### config.mk
export PLATFORM = sky130hd
export DESIGN_NAME = hbd_decay_selector
export DESIGN_NICKNAME = d
export VERILOG_FILES = /design/src/include/hbd_pkg.sv /design/src/core/hbd_decay_selector.sv
export SDC_FILE = /design/constraint.sdc
export NUM_CORES = 1
export LEC_CHECK = 0
export ABC_AREA = 0
export BUFFER_PORTS_ARGS = -buffer_cell sky130_fd_sc_hd__buf_2
export CAP_MARGIN = 20
export CELL_PAD_IN_SITES_DETAIL_PLACEMENT = 1
export CELL_PAD_IN_SITES_GLOBAL_PLACEMENT = 2
export CORE_MARGIN = 3
export CORE_UTILIZATION = 33
export CTS_CLUSTER_SIZE = 14
export DETAILED_ROUTE_END_ITERATION = 8
export GPL_TIMING_DRIVEN = 0
export PLACE_DENSITY = 0.89
export SYNTH_ARGS = -nofsm -noshare
export SYNTH_HDL_FRONTEND = slang
export SYNTH_SLANG_ARGS = --single-unit
### constraint.sdc
create_clock -name MCLK -period 2.8 [get_ports MCLK]
set_input_delay 0.56 -clock MCLK [delete_from_list [all_inputs] [get_ports MCLK]]
set_output_delay 0.56 -clock MCLK [all_outputs]
set_load 0.01 [all_outputs]
### src/include/hbd_pkg.sv
// Purpose: shared constants and types of the winding decay selector
// Assumes: one full bridge per winding, four gate outputs
// Notes: register offsets are byte addresses on the plain register port
package hbd_pkg;

  // decay pattern codes, shared by both selectors and the status view
  typedef enum logic [2:0] {
    HBD_FAST         = 3'h0,
    HBD_REVERSE      = 3'h1,
    HBD_SLOW_L_DIODE = 3'h2,
    HBD_SLOW_H_DIODE = 3'h3,
    HBD_SLOW_L_FET   = 3'h4,
    HBD_SLOW_H_FET   = 3'h5
  } hbd_mode_t;

  typedef enum logic [0:0] {
    HBD_POL_FIXED     = 1'h0,
    HBD_POL_ALTERNATE = 1'h1
  } hbd_policy_t;

  localparam int HBD_ADDR_W = 6;
  localparam int HBD_DATA_W = 32;
  localparam int HBD_MODE_W = 3;
  localparam int HBD_GAIN_W = 8;

  // register map
  localparam logic [HBD_ADDR_W-1:0] HBD_REG_POLICY = 6'h00;
  localparam logic [HBD_ADDR_W-1:0] HBD_REG_PRIMARY = 6'h04;
  localparam logic [HBD_ADDR_W-1:0] HBD_REG_SECONDARY = 6'h08;
  localparam logic [HBD_ADDR_W-1:0] HBD_REG_GAIN = 6'h0c;
  localparam logic [HBD_ADDR_W-1:0] HBD_REG_STATUS = 6'h10;
  localparam logic [HBD_ADDR_W-1:0] HBD_REG_REMAIN = 6'h14;

  // status field positions
  localparam int HBD_ST_MODE_LSB = 0;
  localparam int HBD_ST_ALT_BIT = 4;
  localparam int HBD_ST_SLOW_BIT = 5;
  localparam int HBD_ST_POL_BIT = 6;

  // reset values
  localparam hbd_policy_t HBD_RST_POLICY = HBD_POL_FIXED;
  localparam hbd_mode_t HBD_RST_PRIMARY = HBD_SLOW_L_FET;
  localparam hbd_mode_t HBD_RST_SECONDARY = HBD_FAST;
  localparam logic [HBD_GAIN_W-1:0] HBD_RST_GAIN = 8'h10;

endpackage : hbd_pkg

### src/core/hbd_decay_selector.sv
// Purpose: map the chosen decay pattern onto the four gate drives of one winding
// Assumes: PWM_IN, PERIOD_START, target and shunt inputs come from logic on MCLK
// Notes: no dead time is inserted here; the gate drivers must supply it
//
// Implementation choices: the register offsets and the strobed register port.
`timescale 1ns/1ns

// Operation
// - reverse decay drives all four gates from the pwm waveform, none held constant.
// - slow decay with low fet recirculation drives high-a and low-a from pwm, high-b at 1, low-b at 0.
// - both selectors accept the fast diode option and the reverse fet option.
// - both selectors accept the four slow options: low diode, high diode, both low fets, both high fets.
// - every slow pattern keeps one drive transistor on continuously so the winding is shorted.
// - shunt samples are marked unavailable while a slow pattern is recirculating.
// - with the fixed policy only the primary selection is applied in every decay interval.
// - with the alternate policy decay intervals switch between the primary and secondary selections.
// - the secondary pattern is used only after a falling target and only until the current reaches it.
// - the number of secondary periods at a step is proportional to the drop of the target.
// - with the alternate policy, while the target is zero the winding is held in fast decay.
// - shunt current is positive while energising and negative during fast decay.
// - plain fast decay drives both high gates from pwm and holds both low gates at 0.
module hbd_decay_selector
  import hbd_pkg::*;
#(
  parameter int TGT_W = 12,
  parameter int CNT_W = 16,
  parameter int DROP_SHIFT = 4
) (
  input wire logic MCLK,
  input wire logic RST_N,
  input wire logic PWM_IN,
  input wire logic PERIOD_START,
  input wire logic [TGT_W-1:0] TARGET_CURRENT,
  input wire logic TARGET_STROBE,
  input wire logic [TGT_W-1:0] SHUNT_SAMPLE,
  input wire logic SHUNT_VALID,
  input wire logic [HBD_ADDR_W-1:0] ADDR,
  input wire logic [HBD_DATA_W-1:0] WDATA,
  input wire logic WR,
  input wire logic RD,
  output logic [HBD_DATA_W-1:0] RDATA,
  output logic GATE_HIGH_A,
  output logic GATE_LOW_A,
  output logic GATE_HIGH_B,
  output logic GATE_LOW_B,
  output logic [TGT_W:0] CURRENT_SIGNED,
  output logic CURRENT_VALID
);

  localparam int PW = TGT_W + HBD_GAIN_W;

  generate
    if (TGT_W < 4 || TGT_W > 16) begin : g_bad_tgt
      $error("TGT_W out of range 4..16");
    end
    if (CNT_W < 1 || CNT_W > PW) begin : g_bad_cnt
      $error("CNT_W must lie in 1..TGT_W+8");
    end
    if (DROP_SHIFT < 0 || DROP_SHIFT >= PW) begin : g_bad_shift
      $error("DROP_SHIFT out of range");
    end
  endgenerate

  // reset release through two flops
  logic rst_meta;
  logic rst_n;

  always_ff @(posedge MCLK or negedge RST_N) begin
    if (!RST_N) begin
      rst_meta <= 1'b0;
      rst_n <= 1'b0;
    end else begin
      rst_meta <= 1'b1;
      rst_n <= rst_meta;
    end
  end

  // software-visible selections, staged until the next period boundary; drop_gain acts from the next falling step
  hbd_policy_t policy_sel;
  hbd_mode_t primary_decay_select;
  hbd_mode_t secondary_decay_select;
  logic [HBD_GAIN_W-1:0] drop_gain;

  always_ff @(posedge MCLK or negedge rst_n) begin
    if (!rst_n) begin
      policy_sel <= HBD_RST_POLICY;
      primary_decay_select <= HBD_RST_PRIMARY;
      secondary_decay_select <= HBD_RST_SECONDARY;
      drop_gain <= HBD_RST_GAIN;
    end else if (WR) begin
      case (ADDR)
        HBD_REG_POLICY: begin
          policy_sel <= hbd_policy_t'(WDATA[0]);
        end
        HBD_REG_PRIMARY: begin
          primary_decay_select <= hbd_mode_t'(WDATA[HBD_MODE_W-1:0]);
        end
        HBD_REG_SECONDARY: begin
          secondary_decay_select <= hbd_mode_t'(WDATA[HBD_MODE_W-1:0]);
        end
        HBD_REG_GAIN: begin
          drop_gain <= WDATA[HBD_GAIN_W-1:0];
        end
        default: begin
        end
      endcase
    end
  end

  // policy as applied in the current period; the mode itself is latched into mode_now
  hbd_policy_t decay_policy_select;

  always_ff @(posedge MCLK or negedge rst_n) begin
    if (!rst_n) begin
      decay_policy_select <= HBD_RST_POLICY;
    end else if (PERIOD_START) begin
      decay_policy_select <= policy_sel;
    end
  end

  // last measured winding current magnitude
  logic [TGT_W-1:0] current_mag;
  logic sample_ok;

  always_ff @(posedge MCLK or negedge rst_n) begin
    if (!rst_n) begin
      current_mag <= '0;
    end else if (SHUNT_VALID && sample_ok) begin
      current_mag <= SHUNT_SAMPLE;
    end
  end

  // secondary period budget, loaded from the target drop at each falling step
  logic [TGT_W-1:0] target_prev;
  logic [CNT_W-1:0] alt_remain;
  logic [PW-1:0] drop_product;
  logic [PW-1:0] drop_scaled;
  logic [CNT_W-1:0] alt_load;
  logic target_fall;

  always_comb begin
    target_fall = TARGET_STROBE && (TARGET_CURRENT < target_prev);
    drop_product = PW'(target_prev - TARGET_CURRENT) * PW'(drop_gain);
    drop_scaled = drop_product >> DROP_SHIFT;
    if (drop_scaled > PW'({CNT_W{1'b1}})) begin
      alt_load = {CNT_W{1'b1}};
    end else begin
      alt_load = drop_scaled[CNT_W-1:0];
    end
  end

  always_ff @(posedge MCLK or negedge rst_n) begin
    if (!rst_n) begin
      target_prev <= '0;
    end else if (TARGET_STROBE) begin
      target_prev <= TARGET_CURRENT;
    end
  end

  logic reached;
  assign reached = current_mag <= TARGET_CURRENT;

  // a new falling step wins over the period decrement in the same cycle
  always_ff @(posedge MCLK or negedge rst_n) begin
    if (!rst_n) begin
      alt_remain <= '0;
    end else if (target_fall) begin
      alt_remain <= alt_load;
    end else if (PERIOD_START && alt_remain != '0) begin
      if (reached) begin
        alt_remain <= '0;
      end else begin
        alt_remain <= alt_remain - CNT_W'(1);
      end
    end
  end

  // pattern applied for the whole coming period
  hbd_mode_t mode_now;
  logic alt_active;
  hbd_mode_t next_mode;
  logic next_alt;

  always_comb begin
    next_mode = primary_decay_select;
    next_alt = 1'b0;
    if (policy_sel == HBD_POL_FIXED) begin
      next_mode = primary_decay_select;
    end else if (TARGET_CURRENT == '0) begin
      next_mode = HBD_FAST;
    end else if (alt_remain != '0 && !reached) begin
      next_mode = secondary_decay_select;
      next_alt = 1'b1;
    end else begin
      next_mode = primary_decay_select;
    end
  end

  always_ff @(posedge MCLK or negedge rst_n) begin
    if (!rst_n) begin
      mode_now <= HBD_RST_PRIMARY;
      alt_active <= 1'b0;
    end else if (PERIOD_START) begin
      mode_now <= next_mode;
      alt_active <= next_alt;
    end
  end

  // gate pattern from the pwm level; unknown codes fall back to low fet slow
  logic next_ha;
  logic next_la;
  logic next_hb;
  logic next_lb;
  logic slow_mode;
  logic fast_mode;

  always_comb begin
    slow_mode = 1'b1;
    fast_mode = 1'b0;
    next_ha = PWM_IN;
    next_la = ~PWM_IN;
    next_hb = 1'b1;
    next_lb = 1'b0;
    case (mode_now)
      HBD_FAST: begin
        slow_mode = 1'b0;
        fast_mode = 1'b1;
        next_ha = PWM_IN;
        next_la = 1'b0;
        next_hb = PWM_IN;
        next_lb = 1'b0;
      end
      HBD_REVERSE: begin
        slow_mode = 1'b0;
        fast_mode = 1'b1;
        next_ha = PWM_IN;
        next_la = ~PWM_IN;
        next_hb = PWM_IN;
        next_lb = ~PWM_IN;
      end
      HBD_SLOW_L_DIODE: begin
        next_ha = PWM_IN;
        next_la = 1'b0;
        next_hb = 1'b1;
        next_lb = 1'b0;
      end
      HBD_SLOW_H_DIODE: begin
        next_ha = 1'b1;
        next_la = 1'b0;
        next_hb = PWM_IN;
        next_lb = 1'b0;
      end
      HBD_SLOW_H_FET: begin
        next_ha = 1'b1;
        next_la = 1'b0;
        next_hb = PWM_IN;
        next_lb = ~PWM_IN;
      end
      default: begin
        next_ha = PWM_IN;
        next_la = ~PWM_IN;
        next_hb = 1'b1;
        next_lb = 1'b0;
      end
    endcase
  end

  always_ff @(posedge MCLK or negedge rst_n) begin
    if (!rst_n) begin
      GATE_HIGH_A <= 1'b0;
      GATE_LOW_A <= 1'b0;
      GATE_HIGH_B <= 1'b0;
      GATE_LOW_B <= 1'b0;
    end else begin
      GATE_HIGH_A <= next_ha;
      GATE_LOW_A <= next_la;
      GATE_HIGH_B <= next_hb;
      GATE_LOW_B <= next_lb;
    end
  end

  // recirculating current bypasses the shunt, so off-phase slow samples are dropped
  assign sample_ok = PWM_IN || !slow_mode;

  always_ff @(posedge MCLK or negedge rst_n) begin
    if (!rst_n) begin
      CURRENT_SIGNED <= '0;
      CURRENT_VALID <= 1'b0;
    end else begin
      CURRENT_VALID <= SHUNT_VALID && sample_ok;
      if (SHUNT_VALID && sample_ok) begin
        if (PWM_IN) begin
          CURRENT_SIGNED <= {1'b0, SHUNT_SAMPLE};
        end else if (fast_mode) begin
          CURRENT_SIGNED <= -{1'b0, SHUNT_SAMPLE};
        end
      end
    end
  end

  // register read port, data one cycle after the strobe
  logic [HBD_DATA_W-1:0] next_rdata;

  always_comb begin
    next_rdata = '0;
    case (ADDR)
      HBD_REG_POLICY: begin
        next_rdata[0] = policy_sel;
      end
      HBD_REG_PRIMARY: begin
        next_rdata[HBD_MODE_W-1:0] = primary_decay_select;
      end
      HBD_REG_SECONDARY: begin
        next_rdata[HBD_MODE_W-1:0] = secondary_decay_select;
      end
      HBD_REG_GAIN: begin
        next_rdata[HBD_GAIN_W-1:0] = drop_gain;
      end
      HBD_REG_STATUS: begin
        next_rdata[HBD_ST_MODE_LSB +: HBD_MODE_W] = mode_now;
        next_rdata[HBD_ST_ALT_BIT] = alt_active;
        next_rdata[HBD_ST_SLOW_BIT] = slow_mode;
        next_rdata[HBD_ST_POL_BIT] = decay_policy_select;
      end
      HBD_REG_REMAIN: begin
        next_rdata[CNT_W-1:0] = alt_remain;
      end
      default: begin
        next_rdata = '0;
      end
    endcase
  end

  always_ff @(posedge MCLK or negedge rst_n) begin
    if (!rst_n) begin
      RDATA <= '0;
    end else if (RD) begin
      RDATA <= next_rdata;
    end else begin
      RDATA <= '0;
    end
  end

endmodule : hbd_decay_selector

# [After elaboration in Yosys (flattened, before gate mapping)]
# Index checks and enable logic that the tools add are counted.
[classes] n_addsub=3 mul=1 n_div=0 order_cmp=3 n_eq_ne=9 n_shift=0 mux=25 bitwise=1 reduce_logical=22
[op_table] operator="two-way mux 16 bit" n=5
[op_table] operator="two-way mux 13 bit" n=2
[op_table] operator="multiplier 13 x 9 -> 20 bit" n=1
[op_table] operator="greater-than comparator 16 bit, second input constant" n=1
[op_table] operator="nonzero test 16 bit" n=1
[op_table] operator="subtractor 16 x 1 -> 16 bit, second input constant" n=1
[op_table] operator="negator 12 -> 13 bit" n=1
[op_table] operator="subtractor 12 x 12 -> 13 bit" n=1
[op_table] operator="== test 6 x 4 -> 1 bit, second input constant" n=2
[op_table] operator="== test 6 x 5 -> 1 bit, second input constant" n=2
[op_table] operator="<= comparator 12 bit" n=1
[op_table] operator="logical NOT 12 bit" n=1
[op_table] operator="< comparator 12 bit" n=1
[op_table] operator="case mux 2 bit (5 select lines)" n=1
[op_table] operator="AND reduction 2 bit" n=5
[op_table] operator="two-way mux 1 bit" n=9
[op_table] operator="two-way mux 3 bit" n=3
[op_table] operator="case mux 3 bit (3 select lines)" n=1
[op_table] operator="two-way mux 8 bit" n=1
[op_table] operator="OR reduction 4 bit" n=2
[op_table] operator="== test 3 x 2 -> 1 bit, second input constant" n=2
[op_table] operator="== test 6 x 3 -> 1 bit, second input constant" n=1
[op_table] operator="logical NOT 6 bit" n=1
[op_table] operator="case mux 1 bit (6 select lines)" n=1
[op_table] operator="10 further kinds" n=17
[word_totals] reg_bits=112 latch_bits=0 ramBits=0 rom_bits=0 input_bits=70 output_inout_bits=50 word_cells=83 memories=0

# [Depth between registers and ports, before layout]
[logic_depth] ltp_word=6 ltp_mapped=27 ltp_nobuf=27

# [Least setup slack after synthesis]
# Ideal clock, no wire load.
[synth_timing] path_type="input to register" startpoint="input TARGET_CURRENT[0]" endpoint="register alt_remain[15]" arrival_time_ns=5.991 required_ns=2.666 setup_slack_ns=-3.325 stages=25 n_path_buf=0 path_cell_list="ha_1 -> inv_1 -> fa_1 -> a21o_1 -> a21o_1 -> a21oi_1 -> o21bai_1 -> a21oi_1 -> xnor2_1 -> nand2_1 -> fa_1 -> inv_1 -> fa_1 -> fa_1 -> inv_1 -> fa_1 -> inv_1 -> ha_1 -> or4_1 -> o22ai_1 -> a21oi_1 -> a41oi_1 -> a21oi_1 -> xnor2_1 -> mux2i_1"
[synth_between] elab_chain_len=5
[synth_rtl] element="start, declared" line_no="hbd_decay_selector.sv:33" source="input wire logic [TGT_W-1:0] TARGET_CURRENT,"
[synth_rtl] element="subtractor 12 x 12 -> 13 bit" line_no="hbd_decay_selector.sv:143" source="drop_product = PW'(target_prev - TARGET_CURRENT) * PW'(drop_gain);"
[synth_rtl] element="multiplier 13 x 9 -> 20 bit" line_no="hbd_decay_selector.sv:143"
[synth_rtl] element="greater-than comparator 16 bit" line_no="hbd_decay_selector.sv:145" source="if (drop_scaled > PW'({CNT_W{1'b1}})) begin"
[synth_rtl] element="two-way mux 16 bit" line_no="hbd_decay_selector.sv:145"
[synth_rtl] element="two-way mux 16 bit" line_no="hbd_decay_selector.sv:167" source="end else if (target_fall) begin"
[synth_rtl] element="end signal, assigned" line_no="hbd_decay_selector.sv:168" source="alt_remain <= alt_load;"
[synth_rtl] element="end signal, assigned" line_no="hbd_decay_selector.sv:173" source="alt_remain <= alt_remain - CNT_W'(1);"
[synth_rtl] element="end, declared" line_no="hbd_decay_selector.sv:135" source="logic [CNT_W-1:0] alt_remain;"
# Several ways; a longest one is shown, not always the timed one. The select of a mux whose other input is x is not followed.
# A chain may end at the register's enable or synchronous reset.

# [Worst setup path in the final report]
[layout_timing] startpoint="register target_prev[0]" endpoint="register alt_remain[14]"
[layout_between] elab_chain_len=5
[layout_rtl] element="start, declared" line_no="hbd_decay_selector.sv:134" source="logic [TGT_W-1:0] target_prev;"
[layout_rtl] element="start signal, assigned" line_no="hbd_decay_selector.sv:154" source="target_prev <= '0;"
[layout_rtl] element="start signal, assigned" line_no="hbd_decay_selector.sv:156" source="target_prev <= TARGET_CURRENT;"
[layout_rtl] element="subtractor 12 x 12 -> 13 bit" line_no="hbd_decay_selector.sv:143"
[layout_rtl] element="multiplier 13 x 9 -> 20 bit" line_no="hbd_decay_selector.sv:143"
[layout_rtl] element="greater-than comparator 16 bit" line_no="hbd_decay_selector.sv:145"
[layout_rtl] element="two-way mux 16 bit" line_no="hbd_decay_selector.sv:145"
[layout_rtl] element="two-way mux 16 bit" line_no="hbd_decay_selector.sv:167"
# Several ways; a longest one is shown, not always the timed one.

==> out/qor.yml <==
outcome:
  status: "complete, but fails checks"
  violations: "setup timing"
floorplanning:
  die_h_um: 170
  initial_core_util_pct: 33.9
  core-area_um2: 26300
  rows: 59
  die_w_um: 170
  pin_count: 120
  die_area_um2: 29000
sta:
  fin_skew_ns: 0.00957
  hold_viol: 0
  slew_violations: 0
  fin_ws_ns: -3.30
  fmax_mhz: 164
  period_share_pct: 218
  setup_viol_count_final: 16
  slew_headroom_pct: 56.8
  rsz0062_at_grt: "yes"
  tightest_slew_ns: 0.649
  min_period_ns: 6.10
cells_and_area:
  final_util_pct: 41.4
  finalInstanceArea_um2: 10900
  nets: 1332
  syn_to_final_growth_pct: 22.2
  register_area_um2: 2380
  multiInputGateArea_um2: 6260
  n_antenna_cell: 0
  final_layout_size_suffix_gt1_share_pct: 23.6
  nFillCells: 3074
synth:
  async_flop_share_pct: 100
  ys_ff_latch: 95
  yosysUniqueCellTypes: 61
  synth-seq-area-share_pct: 26.8
  synth_warnings: 0
  synth_top_flop_cell: "dfrtp_1"
  synth_edf_count: 0
  syn_area_per_cell_um2: 9.08
  synthCells: 980
  synth_area_um2: 8900
power_and_ir_drop:
  powerDensity_nw_per_um2: 802
  switchingPower_uw: 3970
  p_seq_share_pct: 21.4
  sw_frac_of_total_pct: 45.6
  power.leakage_uw: 0.00524
  clkPwrFrac_pct: 14.1
  internal_power_uw: 4740
  p_comb_share_pct: 64.6
  irDropWorstVdd_uv: 372
detailed_routing:
  routed-via-count: 7285
  ant_nets: 0
  wirelength_um: 24800
  vias_per_cell: 4.99
  avgRoutedWirePerCell_um: 17.0
  drc: 0
  dr.pass1.iters: 5
  drt_iter0_drc: 343
global_route:
  antenna_found_initial: 0
  grt_pass1_wl_um: 40500
  grt_use_total_pct: 17.3
  grt_max_degree: 53
  overflow: 0
  first_global_vias: 7741
worst_setup_path:
  cp-end-kind: "register"
  worstSetupStartpointType: "register"
  cp_data_arrival_time_ns: 6.37
  cp.required_ns: 3.07
  cp_max_fo: 5
  worst-setup-path-type: "reg2reg"
  worst-r2r-cell-count: 26
placement:
  dpl.hpwl_um: 19300
  routabilityCongestion: 0.841
  place_ws_ns: -4.27
  port_buffers: 76
  dpl-instance-area_um2: 9930
clock_tree:
  clk_transition_reported_paths_ns: 0.07
  cts_root_buf: "clkbuf_16"
  cts.sinks: 95
  htreeDepth: 3
  cts_tree: "built"
  cts_buffers: 9
  worstSkewPairLatency_ns: 0.35
  cts_buffer_depth: 2
min_path:
  hp-class: "reg2async"
job:
  drv_cap: 0
through the flow:
step	instances	setup TNS, ns	power, uW	hold WS [ns]
global route	1460	-47.32	9560	0.381
detailed placement	1407	-55.68	6660	0.345
global placement	1406	-52.70	6490	0.342
CTS	1447	-42.66	8480	0.362
finish	1460	-43.57	8720	0.347
floorplan	995	-38.30	5330	0.264
timing repair:
item	CTS	global route
hold endpoints to repair	2	0
setup buffers	23	13
setup endpoints to repair	16	20
pin swaps	45	38
resized for setup	44	25
hold buffers	1	0
flip-flops by register name (all words and copies together), names as in the netlist, 3 cells and up:
signal	flops
RDATA	16
mode_now	3
target_prev	12
primary_decay_select	3
alt_remain	16
secondary_decay_select	3
drop_gain	8
CURRENT_SIGNED	12
current_mag	12
worst max-delay path, cell delays in order (launching register included):
cell and delay, ns:
dfrtp_1 0.38, inv_2 0.08, ha_4 0.14, inv_2 0.04, fa_2 0.36, a21o_1 0.18
a21o_1 0.20, a21o_1 0.22, a21oi_4 0.19, xnor2_4 0.18, nand2_2 0.09, fa_1 0.49
inv_1 0.05, fa_1 0.49, inv_2 0.04, fa_1 0.48, fa_1 0.57, inv_2 0.05
ha_4 0.23, o21a_1 0.16, o31a_1 0.13, o211ai_1 0.30, a21oi_2 0.14, o31ai_4 0.35
a31oi_1 0.13, o31a_1 0.18, mux2i_1 0.15
cell families after synthesis:
kind of cell	share of synthesized area [%]
compound gates	11.3
xor+xnor	4.04
simple gates	17.7
flops	26.8
other cells	0.0844
buf+inv	9.04
fa+ha+maj	26.7
mux	4.33
cell type report:
cell class,count,area share (%)
buffer,47,2.39
clock buffer,11,2.32
clock inverter,5,0.357
inverter,145,5.01
multi-input combinational,708,57.6
sequential,95,21.9
tap,335,3.85
timing repair buffer,114,6.58
per-layer routing:
metal | up-vias | wire length, um | GRT usage (%) | share of wire [%]
met5 | - | 0 | 0 | 0
met4 | 0 | 287 | 3.25 | 1.2
met3 | 18 | 589 | 2.67 | 2.4
met2 | 100 | 12500 | 29.3 | 50
met1 | 3717 | 11500 | 23.8 | 46
li1 | 3450 | - | - | -
power groups by stage:
stage / sequential, uW / clock (uW) / combinational [uW]
6_report: 1860 / 1230 / 5630
5_1_grt: 1900 / 1310 / 6350
4_1_cts: 1850 / 1250 / 5370
3_5_place_dp: 1880 / 0 / 4780
3_3_place_gp: 1880 / 0 / 4610
2_1_floorplan: 1810 / 0 / 3510
Yosys cell counts, types with 9 or more instances:
library cell	number	share of area, %
clkbuf_1	25	1.1
o21ai_0	35	2.0
mux2_2	28	3.5
ha_1	62	8.7
nor4_1	13	0.91
nand2_1	104	4.4
a21o_1	11	0.93
nor3_1	18	1.0
buf_4	18	1.5
nand3_1	9	0.51
and2_1	62	4.4
inv_1	144	6.1
nor2b_1	18	1.3
a21oi_1	50	2.8
or3_1	9	0.63
xnor2_1	35	3.4
dfrtp_1	92	26
nor2_1	50	2.1
fa_1	80	18
final timing paths:
path	from	to	slack, ns
min	rst_n$_DFF_PN0_	alt_remain[11]$_DFFE_PN0P_	0.35
min in group MCLK	rst_meta$_DFF_PN0_	rst_n$_DFF_PN0_	0.36
max in group asynchronous	rst_n$_DFF_PN0_	primary_decay_select[2]$_DFFE_PN1P_	1.72
min reg2reg	rst_n$_DFF_PN0_	alt_remain[11]$_DFFE_PN0P_	0.35
max reg2reg	target_prev[0]$_DFFE_PN0P_	alt_remain[14]$_DFFE_PN0P_	-3.30
max	target_prev[0]$_DFFE_PN0P_	alt_remain[14]$_DFFE_PN0P_	-3.30
cells in the final DEF (no fill, tap or decap), types with 10 or more instances in the layout:
cell type    n
buf_2       77
nor3_1      17
nor2_1      47
conb_1      17
dfrtp_1     91
inv_1      134
clkbuf_1    25
ha_1        45
fa_1        79
and2_1      60
buf_4       49
xnor2_1     23
inv_2       10
nand2_1     99
nor4_1      13
o21ai_0     32
mux2_2      28
a21o_1      11
a21oi_1     40
nor2b_1     17
ha_4        12
(Power assumes the default switching activity.)
